===== src/include/cal_ctrl_consts.vh =====
// Constants of the converter core calibration controller.
`ifndef CAL_CTRL_CONSTS_VH
`define CAL_CTRL_CONSTS_VH
// Register indices; byte address is four times the index.
`define CAL_IDX_CTRL 8'h00
`define CAL_IDX_STATUS 8'h01
`define CAL_IDX_TRIM_BASE 8'h40
`define CAL_IDX_SRC_DLY 8'h9A
`define CAL_IDX_SEL_DLY 8'h9B
`define CAL_IDX_TRIM_MASK 8'hF0
// Control register fields.
`define CAL_CTRL_SOFT_BIT 0
`define CAL_CTRL_SRC_BIT 1
`define CAL_CTRL_BG_BIT 2
`define CAL_CTRL_VAR_LSB 4
`define CAL_CTRL_VAR_MSB 5
// Status register fields.
`define CAL_STAT_DONE_BIT 0
`define CAL_STAT_BUSY_BIT 1
`define CAL_STAT_BG_BIT 2
`define CAL_STAT_CORE_LSB 4
`define CAL_STAT_CORE_MSB 6
`define CAL_STAT_ROUTE_LSB 8
`define CAL_STAT_ROUTE_MSB 19
// Channel variants.
`define CAL_VAR_QUAD 2'h0
`define CAL_VAR_DUAL 2'h1
`define CAL_VAR_SINGLE 2'h2
// Reset values.
`define CAL_RST_CTRL 8'h00
`define CAL_RST_SRC_DLY 8'h00
`define CAL_RST_SEL_DLY 8'h00
// Core numbers and default routing, input 0 in the low three bits.
`define CAL_NUM_CORES 6
`define CAL_LAST_CORE 3'h5
`define CAL_SPARE_A 3'h2
`define CAL_SPARE_B 3'h3
`define CAL_ROUTE_DEFAULT 12'hB08
`define CAL_MIDCODE 12'h000
// Trim store: 6 offset, 6 gain, 4 termination words.
`define CAL_TRIM_WORDS 16
`define CAL_TRIM_LAST 5'h0F
// Timing: one core pass lasts 10 us at 100 MHz.
`define CAL_PASS_TIME_NS 10000
`define CAL_CLK_PERIOD_NS 10
`define CAL_PASS_CYCLES (`CAL_PASS_TIME_NS / `CAL_CLK_PERIOD_NS)
`endif


===== src/rtl/adc_core_calibration_ctrl.v =====
// Calibration sequencer for six converter cores with an AHB-Lite register slave.
//
// The AHB-Lite register port was decided locally.
`timescale 1ns/100ps
`include "cal_ctrl_consts.vh"

// Notes on behaviour
// - Foreground pass takes all cores offline and forces mid-code output.
// - Background pass keeps converting; a calibrated core stands in for the offline one.
// - Six cores numbered zero to five, two of them spares.
// - Foreground routing: cores 0, 1, 4, 5 feed inputs one to four.
// - Quad: spare 2 rotates with cores 0 and 1, spare 3 with 4 and 5.
// - Dual: spare 2 shared between cores 0 and 1.
// - Single: spare 2 is the only alternate for core 0.
// - Calibrated core samples the internal reference, not the inputs.
// - One foreground pass runs automatically after every power-up.
// - Foreground starts from pin or software trigger, chosen by source select.
// - Only one core is calibrated at any moment.
// - Calibrated core replaces the next active core, repeating while enabled.
// - Trims load factory values at power-up and stay readable and writable.
module adc_core_calibration_ctrl #(
  parameter PASS_CYCLES = `CAL_PASS_CYCLES
) (
  // Clock and reset.
  input wire clk_i,
  input wire reset_n_i,
  // AHB-Lite slave.
  input wire hsel_i,
  input wire [31:0] haddr_i,
  input wire [1:0] htrans_i,
  input wire hwrite_i,
  input wire [2:0] hsize_i,
  input wire [31:0] hwdata_i,
  input wire hready_i,
  output reg hreadyout_o,
  output reg hresp_o,
  output reg [31:0] hrdata_o,
  // Trigger pin.
  input wire external_trigger_pin_i,
  // Factory trim source.
  output reg [3:0] factory_addr_o,
  input wire [7:0] factory_data_i,
  // Core control.
  output reg [5:0] core_offline_o,
  output reg [5:0] core_calibrating_o,
  output reg [5:0] core_ref_select_o,
  output reg force_midcode_o,
  output reg [11:0] sample_data_o,
  output reg [11:0] input_route_o,
  output reg [7:0] core_source_delay_o,
  output reg [7:0] output_select_delay_o,
  output reg cal_done_o
);
  localparam ST_LOAD = 5'b00001;
  localparam ST_IDLE = 5'b00010;
  localparam ST_FG = 5'b00100;
  localparam ST_BG = 5'b01000;
  localparam ST_SWAP = 5'b10000;

  // -----------------------------------------------------------------
  // Helper functions
  // -----------------------------------------------------------------
  function [5:0] onehot;
    input [2:0] core;
    begin
      onehot = 6'h01 << core;
    end
  endfunction

  // Cores that feed inputs in use for the given variant.
  function [5:0] active_cores;
    input [11:0] route;
    input [1:0] variant;
    begin
      active_cores = onehot(route[2:0]);
      if (variant != `CAL_VAR_SINGLE) begin
        active_cores = active_cores | onehot(route[5:3]);
      end
      if (variant == `CAL_VAR_QUAD) begin
        active_cores = active_cores | onehot(route[8:6]) | onehot(route[11:9]);
      end
    end
  endfunction

  // -----------------------------------------------------------------
  // Declarations
  // -----------------------------------------------------------------
  reg trig_meta;
  reg trig_sync;
  reg trig_prev;
  reg [7:0] ctrl;
  reg [4:0] state;
  reg [4:0] load_idx;
  reg [2:0] cal_core;
  reg [2:0] spare0;
  reg [2:0] spare1;
  reg group;
  reg turn0;
  reg turn1;
  reg fg_req;
  reg timer_start;
  reg [15:0] timer_count;
  reg dp_valid;
  reg dp_write;
  reg dp_wait;
  reg [7:0] dp_idx;
  reg [1:0] victim;
  reg [2:0] victim_core;
  wire timer_done;
  wire [7:0] trim_rdata;
  wire trig_level;
  wire trig_edge;
  wire bg_go;
  wire [1:0] variant;
  wire addr_phase;
  wire trim_hit;
  wire trim_wr;
  wire mem_we;
  wire [3:0] mem_waddr;
  wire [7:0] mem_wdata;
  wire [7:0] idx_in;
  wire [31:0] status_word;

  assign variant = ctrl[`CAL_CTRL_VAR_MSB:`CAL_CTRL_VAR_LSB];
  assign trig_level = ctrl[`CAL_CTRL_SRC_BIT] ? trig_sync : ctrl[`CAL_CTRL_SOFT_BIT];
  assign trig_edge = trig_level & ~trig_prev;
  assign bg_go = ctrl[`CAL_CTRL_BG_BIT] & ~ctrl[`CAL_CTRL_SRC_BIT] & ctrl[`CAL_CTRL_SOFT_BIT];

  // -----------------------------------------------------------------
  // Trigger pin synchroniser
  // -----------------------------------------------------------------
  always @(posedge clk_i or negedge reset_n_i) begin
    if (!reset_n_i) begin
      trig_meta <= 1'b0;
      trig_sync <= 1'b0;
      trig_prev <= 1'b0;
    end else begin
      trig_meta <= external_trigger_pin_i;
      trig_sync <= trig_meta;
      trig_prev <= trig_level;
    end
  end

  // -----------------------------------------------------------------
  // Trim store and pass timer
  // -----------------------------------------------------------------
  // The loader owns the write port until factory values are in place.
  assign mem_we = (state == ST_LOAD) | trim_wr;
  assign mem_waddr = (state == ST_LOAD) ? load_idx[3:0] : dp_idx[3:0];
  assign mem_wdata = (state == ST_LOAD) ? factory_data_i : hwdata_i[7:0];

  cal_trim_store u_trim (
    .clk_i(clk_i),
    .wr_en_i(mem_we),
    .wr_addr_i(mem_waddr),
    .wr_data_i(mem_wdata),
    // The data phase uses its own index, as the bus may already show the next address.
    .rd_addr_i(addr_phase ? idx_in[3:0] : dp_idx[3:0]),
    .rd_data_o(trim_rdata)
  );

  cal_pass_timer u_timer (
    .clk_i(clk_i),
    .reset_n_i(reset_n_i),
    .start_i(timer_start),
    .count_i(timer_count),
    .done_o(timer_done)
  );

  // -----------------------------------------------------------------
  // Sequencer
  // -----------------------------------------------------------------
  // Pick the input whose core is swapped out next in the current group.
  always @* begin
    if (group) begin
      victim = turn1 ? 2'h3 : 2'h2;
    end else if (variant == `CAL_VAR_SINGLE) begin
      victim = 2'h0;
    end else begin
      victim = turn0 ? 2'h1 : 2'h0;
    end
    victim_core = input_route_o[3 * victim +: 3];
  end

  always @(posedge clk_i or negedge reset_n_i) begin
    if (!reset_n_i) begin
      state <= ST_LOAD;
      load_idx <= 5'h00;
      factory_addr_o <= 4'h0;
      cal_core <= 3'h0;
      spare0 <= `CAL_SPARE_A;
      spare1 <= `CAL_SPARE_B;
      group <= 1'b0;
      turn0 <= 1'b0;
      turn1 <= 1'b0;
      fg_req <= 1'b0;
      timer_start <= 1'b0;
      timer_count <= 16'h0000;
      input_route_o <= `CAL_ROUTE_DEFAULT;
      cal_done_o <= 1'b0;
    end else begin
      timer_start <= 1'b0;
      if (trig_edge & ~ctrl[`CAL_CTRL_BG_BIT]) begin
        fg_req <= 1'b1;
      end
      case (state)
        ST_LOAD: begin
          // Factory values are copied before the power-up pass starts.
          load_idx <= load_idx + 5'h01;
          factory_addr_o <= load_idx[3:0] + 4'h1;
          if (load_idx == `CAL_TRIM_LAST) begin
            state <= ST_FG;
            cal_core <= 3'h0;
            timer_start <= 1'b1;
            timer_count <= PASS_CYCLES[15:0];
          end
        end
        ST_IDLE: begin
          if (fg_req) begin
            if (!(trig_edge & ~ctrl[`CAL_CTRL_BG_BIT])) begin
              fg_req <= 1'b0;
            end
            state <= ST_FG;
            cal_done_o <= 1'b0;
            cal_core <= 3'h0;
            timer_start <= 1'b1;
            timer_count <= PASS_CYCLES[15:0];
          end else if (bg_go) begin
            state <= ST_BG;
            cal_core <= group ? spare1 : spare0;
            timer_start <= 1'b1;
            timer_count <= PASS_CYCLES[15:0];
          end
        end
        ST_FG: begin
          // Cores are calibrated one after another, all held offline.
          if (timer_done) begin
            if (cal_core == `CAL_LAST_CORE) begin
              state <= ST_IDLE;
              cal_done_o <= 1'b1;
              input_route_o <= `CAL_ROUTE_DEFAULT;
              spare0 <= `CAL_SPARE_A;
              spare1 <= `CAL_SPARE_B;
              group <= 1'b0;
              turn0 <= 1'b0;
              turn1 <= 1'b0;
            end else begin
              cal_core <= cal_core + 3'h1;
              timer_start <= 1'b1;
            end
          end
        end
        ST_BG: begin
          // Output select settles before the route changes over.
          if (timer_done) begin
            state <= ST_SWAP;
            timer_start <= 1'b1;
            timer_count <= {8'h00, output_select_delay_o};
          end
        end
        ST_SWAP: begin
          if (timer_done) begin
            input_route_o[3 * victim +: 3] <= cal_core;
            if (group) begin
              spare1 <= victim_core;
              turn1 <= ~turn1;
            end else begin
              spare0 <= victim_core;
              turn0 <= ~turn0;
            end
            // Quad alternates groups; other variants use group zero only.
            group <= (variant == `CAL_VAR_QUAD) ? ~group : 1'b0;
            if (bg_go & ~fg_req) begin
              state <= ST_BG;
              cal_core <= victim_core;
              if (variant == `CAL_VAR_QUAD) begin
                cal_core <= group ? spare0 : spare1;
              end
              timer_start <= 1'b1;
              timer_count <= PASS_CYCLES[15:0];
            end else begin
              state <= ST_IDLE;
            end
          end
        end
        default: begin
          state <= ST_IDLE;
        end
      endcase
    end
  end

  // -----------------------------------------------------------------
  // Core control outputs
  // -----------------------------------------------------------------
  always @(posedge clk_i or negedge reset_n_i) begin
    if (!reset_n_i) begin
      core_offline_o <= 6'h3F;
      core_calibrating_o <= 6'h00;
      core_ref_select_o <= 6'h00;
      force_midcode_o <= 1'b1;
      sample_data_o <= `CAL_MIDCODE;
    end else begin
      if (state == ST_FG || state == ST_LOAD) begin
        core_offline_o <= 6'h3F;
        force_midcode_o <= 1'b1;
        sample_data_o <= `CAL_MIDCODE;
      end else begin
        core_offline_o <= ~active_cores(input_route_o, variant);
        force_midcode_o <= 1'b0;
        sample_data_o <= `CAL_MIDCODE;
      end
      // A single pass covers one core, so at most one bit is set.
      if (state == ST_FG || state == ST_BG) begin
        core_calibrating_o <= onehot(cal_core);
        core_ref_select_o <= onehot(cal_core);
      end else begin
        core_calibrating_o <= 6'h00;
        core_ref_select_o <= 6'h00;
      end
    end
  end

  // -----------------------------------------------------------------
  // AHB-Lite slave
  // -----------------------------------------------------------------
  assign addr_phase = hsel_i & htrans_i[1] & hready_i;
  assign idx_in = haddr_i[9:2];
  assign trim_hit = ((dp_idx & `CAL_IDX_TRIM_MASK) == `CAL_IDX_TRIM_BASE);
  assign trim_wr = dp_valid & dp_write & trim_hit & (state != ST_LOAD);
  assign status_word = {12'h000, input_route_o, 1'b0, cal_core, 1'b0,
                        (state == ST_BG || state == ST_SWAP), (state == ST_FG), cal_done_o};

  always @(posedge clk_i or negedge reset_n_i) begin
    if (!reset_n_i) begin
      dp_valid <= 1'b0;
      dp_write <= 1'b0;
      dp_wait <= 1'b0;
      dp_idx <= 8'h00;
      hreadyout_o <= 1'b1;
      hresp_o <= 1'b0;
      hrdata_o <= 32'h00000000;
      ctrl <= `CAL_RST_CTRL;
      core_source_delay_o <= `CAL_RST_SRC_DLY;
      output_select_delay_o <= `CAL_RST_SEL_DLY;
    end else begin
      if (addr_phase) begin
        dp_valid <= 1'b1;
        dp_write <= hwrite_i;
        dp_idx <= idx_in;
        // Reads take one wait state so the data leave a flip-flop.
        dp_wait <= ~hwrite_i;
        hreadyout_o <= hwrite_i;
      end else if (dp_wait) begin
        dp_wait <= 1'b0;
        hreadyout_o <= 1'b1;
        if (trim_hit) begin
          hrdata_o <= {24'h000000, trim_rdata};
        end else begin
          case (dp_idx)
            `CAL_IDX_CTRL: hrdata_o <= {24'h000000, ctrl};
            `CAL_IDX_STATUS: hrdata_o <= status_word;
            `CAL_IDX_SRC_DLY: hrdata_o <= {24'h000000, core_source_delay_o};
            `CAL_IDX_SEL_DLY: hrdata_o <= {24'h000000, output_select_delay_o};
            default: hrdata_o <= 32'h00000000;
          endcase
        end
      end else if (hready_i) begin
        dp_valid <= 1'b0;
      end
      if (dp_valid & dp_write & ~dp_wait) begin
        case (dp_idx)
          `CAL_IDX_CTRL: ctrl <= {2'b00, hwdata_i[5:4], 1'b0, hwdata_i[2:0]};
          `CAL_IDX_SRC_DLY: core_source_delay_o <= hwdata_i[7:0];
          `CAL_IDX_SEL_DLY: output_select_delay_o <= hwdata_i[7:0];
          default: ctrl <= ctrl;
        endcase
      end
      hresp_o <= 1'b0;
    end
  end
endmodule // adc_core_calibration_ctrl


===== src/rtl/cal_pass_timer.v =====
// Down counter that pulses done a programmed number of cycles after start.
`timescale 1ns/100ps
module cal_pass_timer (
  // Clock and reset.
  input wire clk_i,
  input wire reset_n_i,
  // Control.
  input wire start_i,
  input wire [15:0] count_i,
  // Result.
  output reg done_o
);
  reg [15:0] remain;
  reg running;

  // Done comes count_i plus one cycles after start.
  always @(posedge clk_i or negedge reset_n_i) begin
    if (!reset_n_i) begin
      remain <= 16'h0000;
      running <= 1'b0;
      done_o <= 1'b0;
    end else begin
      done_o <= 1'b0;
      if (start_i) begin
        remain <= count_i;
        running <= 1'b1;
      end else if (running) begin
        if (remain == 16'h0000) begin
          running <= 1'b0;
          done_o <= 1'b1;
        end else begin
          remain <= remain - 16'h0001;
        end
      end
    end
  end
endmodule // cal_pass_timer


===== src/rtl/cal_trim_store.v =====
// Trim value store with one write port and a registered read port.
`timescale 1ns/100ps
module cal_trim_store (
  // Clock.
  input wire clk_i,
  // Write port.
  input wire wr_en_i,
  input wire [3:0] wr_addr_i,
  input wire [7:0] wr_data_i,
  // Read port.
  input wire [3:0] rd_addr_i,
  output reg [7:0] rd_data_o
);
  reg [7:0] mem [0:15];

  always @(posedge clk_i) begin
    if (wr_en_i) begin
      mem[wr_addr_i] <= wr_data_i;
    end
    rd_data_o <= mem[rd_addr_i];
  end
endmodule // cal_trim_store


===== config.mk =====
export PLATFORM = sky130hd
export DESIGN_NAME = adc_core_calibration_ctrl
export DESIGN_NICKNAME = d
export VERILOG_FILES = /design/src/rtl/adc_core_calibration_ctrl.v /design/src/rtl/cal_pass_timer.v /design/src/rtl/cal_trim_store.v
export VERILOG_INCLUDE_DIRS = /design/src /design/src/include
export SDC_FILE = /design/constraint.sdc
export NUM_CORES = 1
export LEC_CHECK = 0
export ABC_CLOCK_PERIOD_IN_PS = 3700
export BUFFER_PORTS_ARGS = -buffer_cell sky130_fd_sc_hd__buf_2
export CAP_MARGIN = 20
export CORE_AREA = 2 2 152 154
export CTS_CLUSTER_SIZE = 25
export DETAILED_ROUTE_END_ITERATION = 10
export DIE_AREA = 0 0 154 156
export PLACE_DENSITY = 0.84
export SLEW_MARGIN = 0
export SYNTH_ARGS = -nofsm -noshare
export SYNTH_HDL_FRONTEND = slang
export SYNTH_SLANG_ARGS = --single-unit

===== constraint.sdc =====
create_clock -name clk_i -period 3.7 [get_ports clk_i]
set_clock_uncertainty 0.1 [all_clocks]
set_input_delay 1.11 -clock clk_i [delete_from_list [all_inputs] [get_ports clk_i]]
set_output_delay 1.11 -clock clk_i [all_outputs]
set_load 0.02 [all_outputs]

==> flow_summary.ini <==
[global_route]
grt_pass1_wl_mm = 44.30
antenna_found_initial = 0
overflow = 0
grt_max_degree = 60
grtUsageTotal_pct = 23.49
grt_pass1_vias = 8165

[cts]
cts_resized = 0
clkLatencyLatePin_ns = 0.57
numCtsBuffers = 28
cts-root-buf = clkbuf_16
cts_buffer_depth = 3
ctsHoldBuffers = 0
htree_levels = 1
clkTransAtPathRegs_ns = 0.06
numClockSinks = 269
cts_tree = yes
post_cts_buffers = 0

[setup_path]
worstPathArrival_ns = 3.13
critPathMaxFanout = 19
critPathKind = flip-flop to flip-flop
required_ns = 3.88
critPathLaunchType = flip-flop
end_kind = flip-flop

[finish]
final_layout_size_suffix_gt1_share_pct = 22.40
register_area_mm2 = 0.007352
nFillCells = 1612
most-common-layout-cells = edfxtp_1, dfrtp_1, nand2_1, buf_2, mux2i_1
postLayoutCellArea_mm2 = 0.01376
antenna_cells = 0
final_nets = 1177
layout_commonest_cell = edfxtp_1
multi_input_area_mm2 = 0.004245
area_delta_synth_final_pct = 13.41

[place]
io_buffers = 103
routabilityCongestion = 0.8832
postPlaceCellArea_mm2 = 0.01279
post-dp-hpwl_mm = 19.29
pre_cts_slack_ns = 0.3899

[timing]
tightest_slew_ns = 0.8438
drv_slew = 0
post-route-min-period_ns = 2.953
rsz0062_at_grt = false
min_period_over_period_pct = 79.82
hold_ws_ns = 0.2478
hold_viol = 0
worst_slack_ns = 0.7467
max_clock_freq_mhz = 338.6
slew_headroom_pct = 43.50
finalSetupViolCount = 0
tns_ns = 0

[floorplanning]
num_rows = 55
io_pins = 181
die_area_mm2 = 0.02402
start_util_pct = 54.26
die_h_um = 156
design.core.area_mm2 = 0.02237
die_w_um = 154

[routing]
drc_errors = 0
firstDrtPassIters = 7
num_vias = 8380
avgViaCountPerCell = 6.020
final_antenna_net_count = 0
dr.first_iter.drc_count = 854
wl_mm = 28.24
wl_per_cell_um = 20.28

[power]
pwr-share-clk_pct = 37.3
combPwrFrac_pct = 17.2
p_sw_uw = 2182
sequentialPowerShare_pct = 45.5
ir_worst_vdd_mv = 0.4430
p_leak_uw = 0.005868
powerDensity_mw_per_mm2 = 561.4
p_int_uw = 5545
switching_share_pct = 28.24

[yosys]
ys_types = 74
synth-edff-count = 128
avgSynthCellArea_um2 = 12.21
yosysSeqAreaShare_pct = 60.58
async_flop_share_pct = 49.44
synth_ff_type = edfxtp_1
yosysWarnings = 0
synth_cells = 994
ys_ff_latch = 269
syn_area_mm2 = 0.01214

[run]
drv_cap = 0

[status]
outcome = completed

[min_path]
hold_class = flip-flop to flip-flop
[final cells by class]
type	instances	area share [%]
Clock inverter	10	0.9636
Sequential cell	269	53.42
Multi-Input combinational cell	633	30.85
Timing Repair Buffer	131	5.500
Tap cell	285	2.591
Inverter	22	0.6000
Clock buffer	42	6.082
[routing by layer]
layer / GRT usage (%) / up-vias / wire length (µm)
met1: 31.25 / 4133 / 11310
li1: - / 3766 / -
met2: 38.93 / 422 / 13680
met5: 0 / - / 0
met4: 7.521 / 0 / 739
met3: 4.972 / 59 / 2516
[stage by stage]
stage | power, µW | instances | utilization (%)
3_3_place_gp | 4813 | 1339 | 57.17
5_1_grt | 8028 | 1392 | 61.54
3_5_place_dp | 4865 | 1340 | 57.20
2_1_floorplan | 4483 | 1018 | -
4_1_cts | 7755 | 1392 | 61.54
6_report | 7726 | 1392 | 61.54
[cells in the mapped netlist (all sizes together) (21+ instances only)]
cell type / instances / area, µm²
o22ai: 35 / 219.0
o21ai: 40 / 200.2
nor3: 21 / 127.6
nor2: 66 / 247.7
mux2: 31 / 349.1
clkbuf: 30 / 113.9
a21oi: 26 / 130.1
nand2: 108 / 405.4
mux2i: 79 / 803.3
buf: 64 / 449.2
dfrtp: 117 / 2928
inv: 22 / 82.58
edfxtp: 128 / 3844
[registers in the layout, summed over array words and instances (netlist names), 2 cells and up]
register and flops:
core_source_delay_o 8, hrdata_o 20, core_offline_o 6, cal_core 3, u_trim.mem 128, dp_idx 8, factory_addr_o 3, spare0 3
input_route_o 12, output_select_delay_o 8, state 5, u_trim.rd_data_o 8, core_ref_select_o 6, ctrl 5, u_timer.remain 16, spare1 3
timer_count 9, load_idx 2
[worst max-delay path, stage by stage (launching register included)]
cell     delay [ns]
dfrtp_1        0.46
or3_1          0.53
or3b_1         0.53
buf_4          0.26
nor3b_1        0.20
a31oi_1        0.14
nor3_1         0.25
buf_4          0.21
[path summary, 6_finish.rpt]
path,start,to,slack [ns],depth (start not counted)
min in group asynchronous,reset_n_i,output_select_delay_o[5]$_DFFE_PN0P_,0.44,1
max in group asynchronous,reset_n_i,core_source_delay_o[4]$_DFFE_PN0P_,2.32,2
max,state[2]$_DFFE_PN0P_,u_trim.mem[13][7]$_DFFE_PP_,0.75,7
min reg2reg,trig_meta$_DFF_PN0_,trig_sync$_DFF_PN0_,0.25,0
max reg2reg,state[2]$_DFFE_PN0P_,u_trim.mem[13][7]$_DFFE_PP_,0.75,7
min,trig_meta$_DFF_PN0_,trig_sync$_DFF_PN0_,0.25,0
[power by group through the flow]
stage               sequential [µW]  clock, µW  combinational (µW)
finish                         3520       2880                1330
floorplan                      3530          0                 950
global route                   3540       3050                1440
detailed placement             3570          0                1300
global placement               3550          0                1260
CTS                            3510       2930                1320
[kinds of logic after synthesis]
kind of cell	synth area share, %
buffers and inverters	5.320
muxes	9.496
DFF	60.58
other	0.03090
AOI/OAI and AO/OA	10.56
and+or+nand+nor	11.64
xor gates and xnor gates	1.443
adders and majority gates	0.9279
Power figures use the tool's default switching activity.
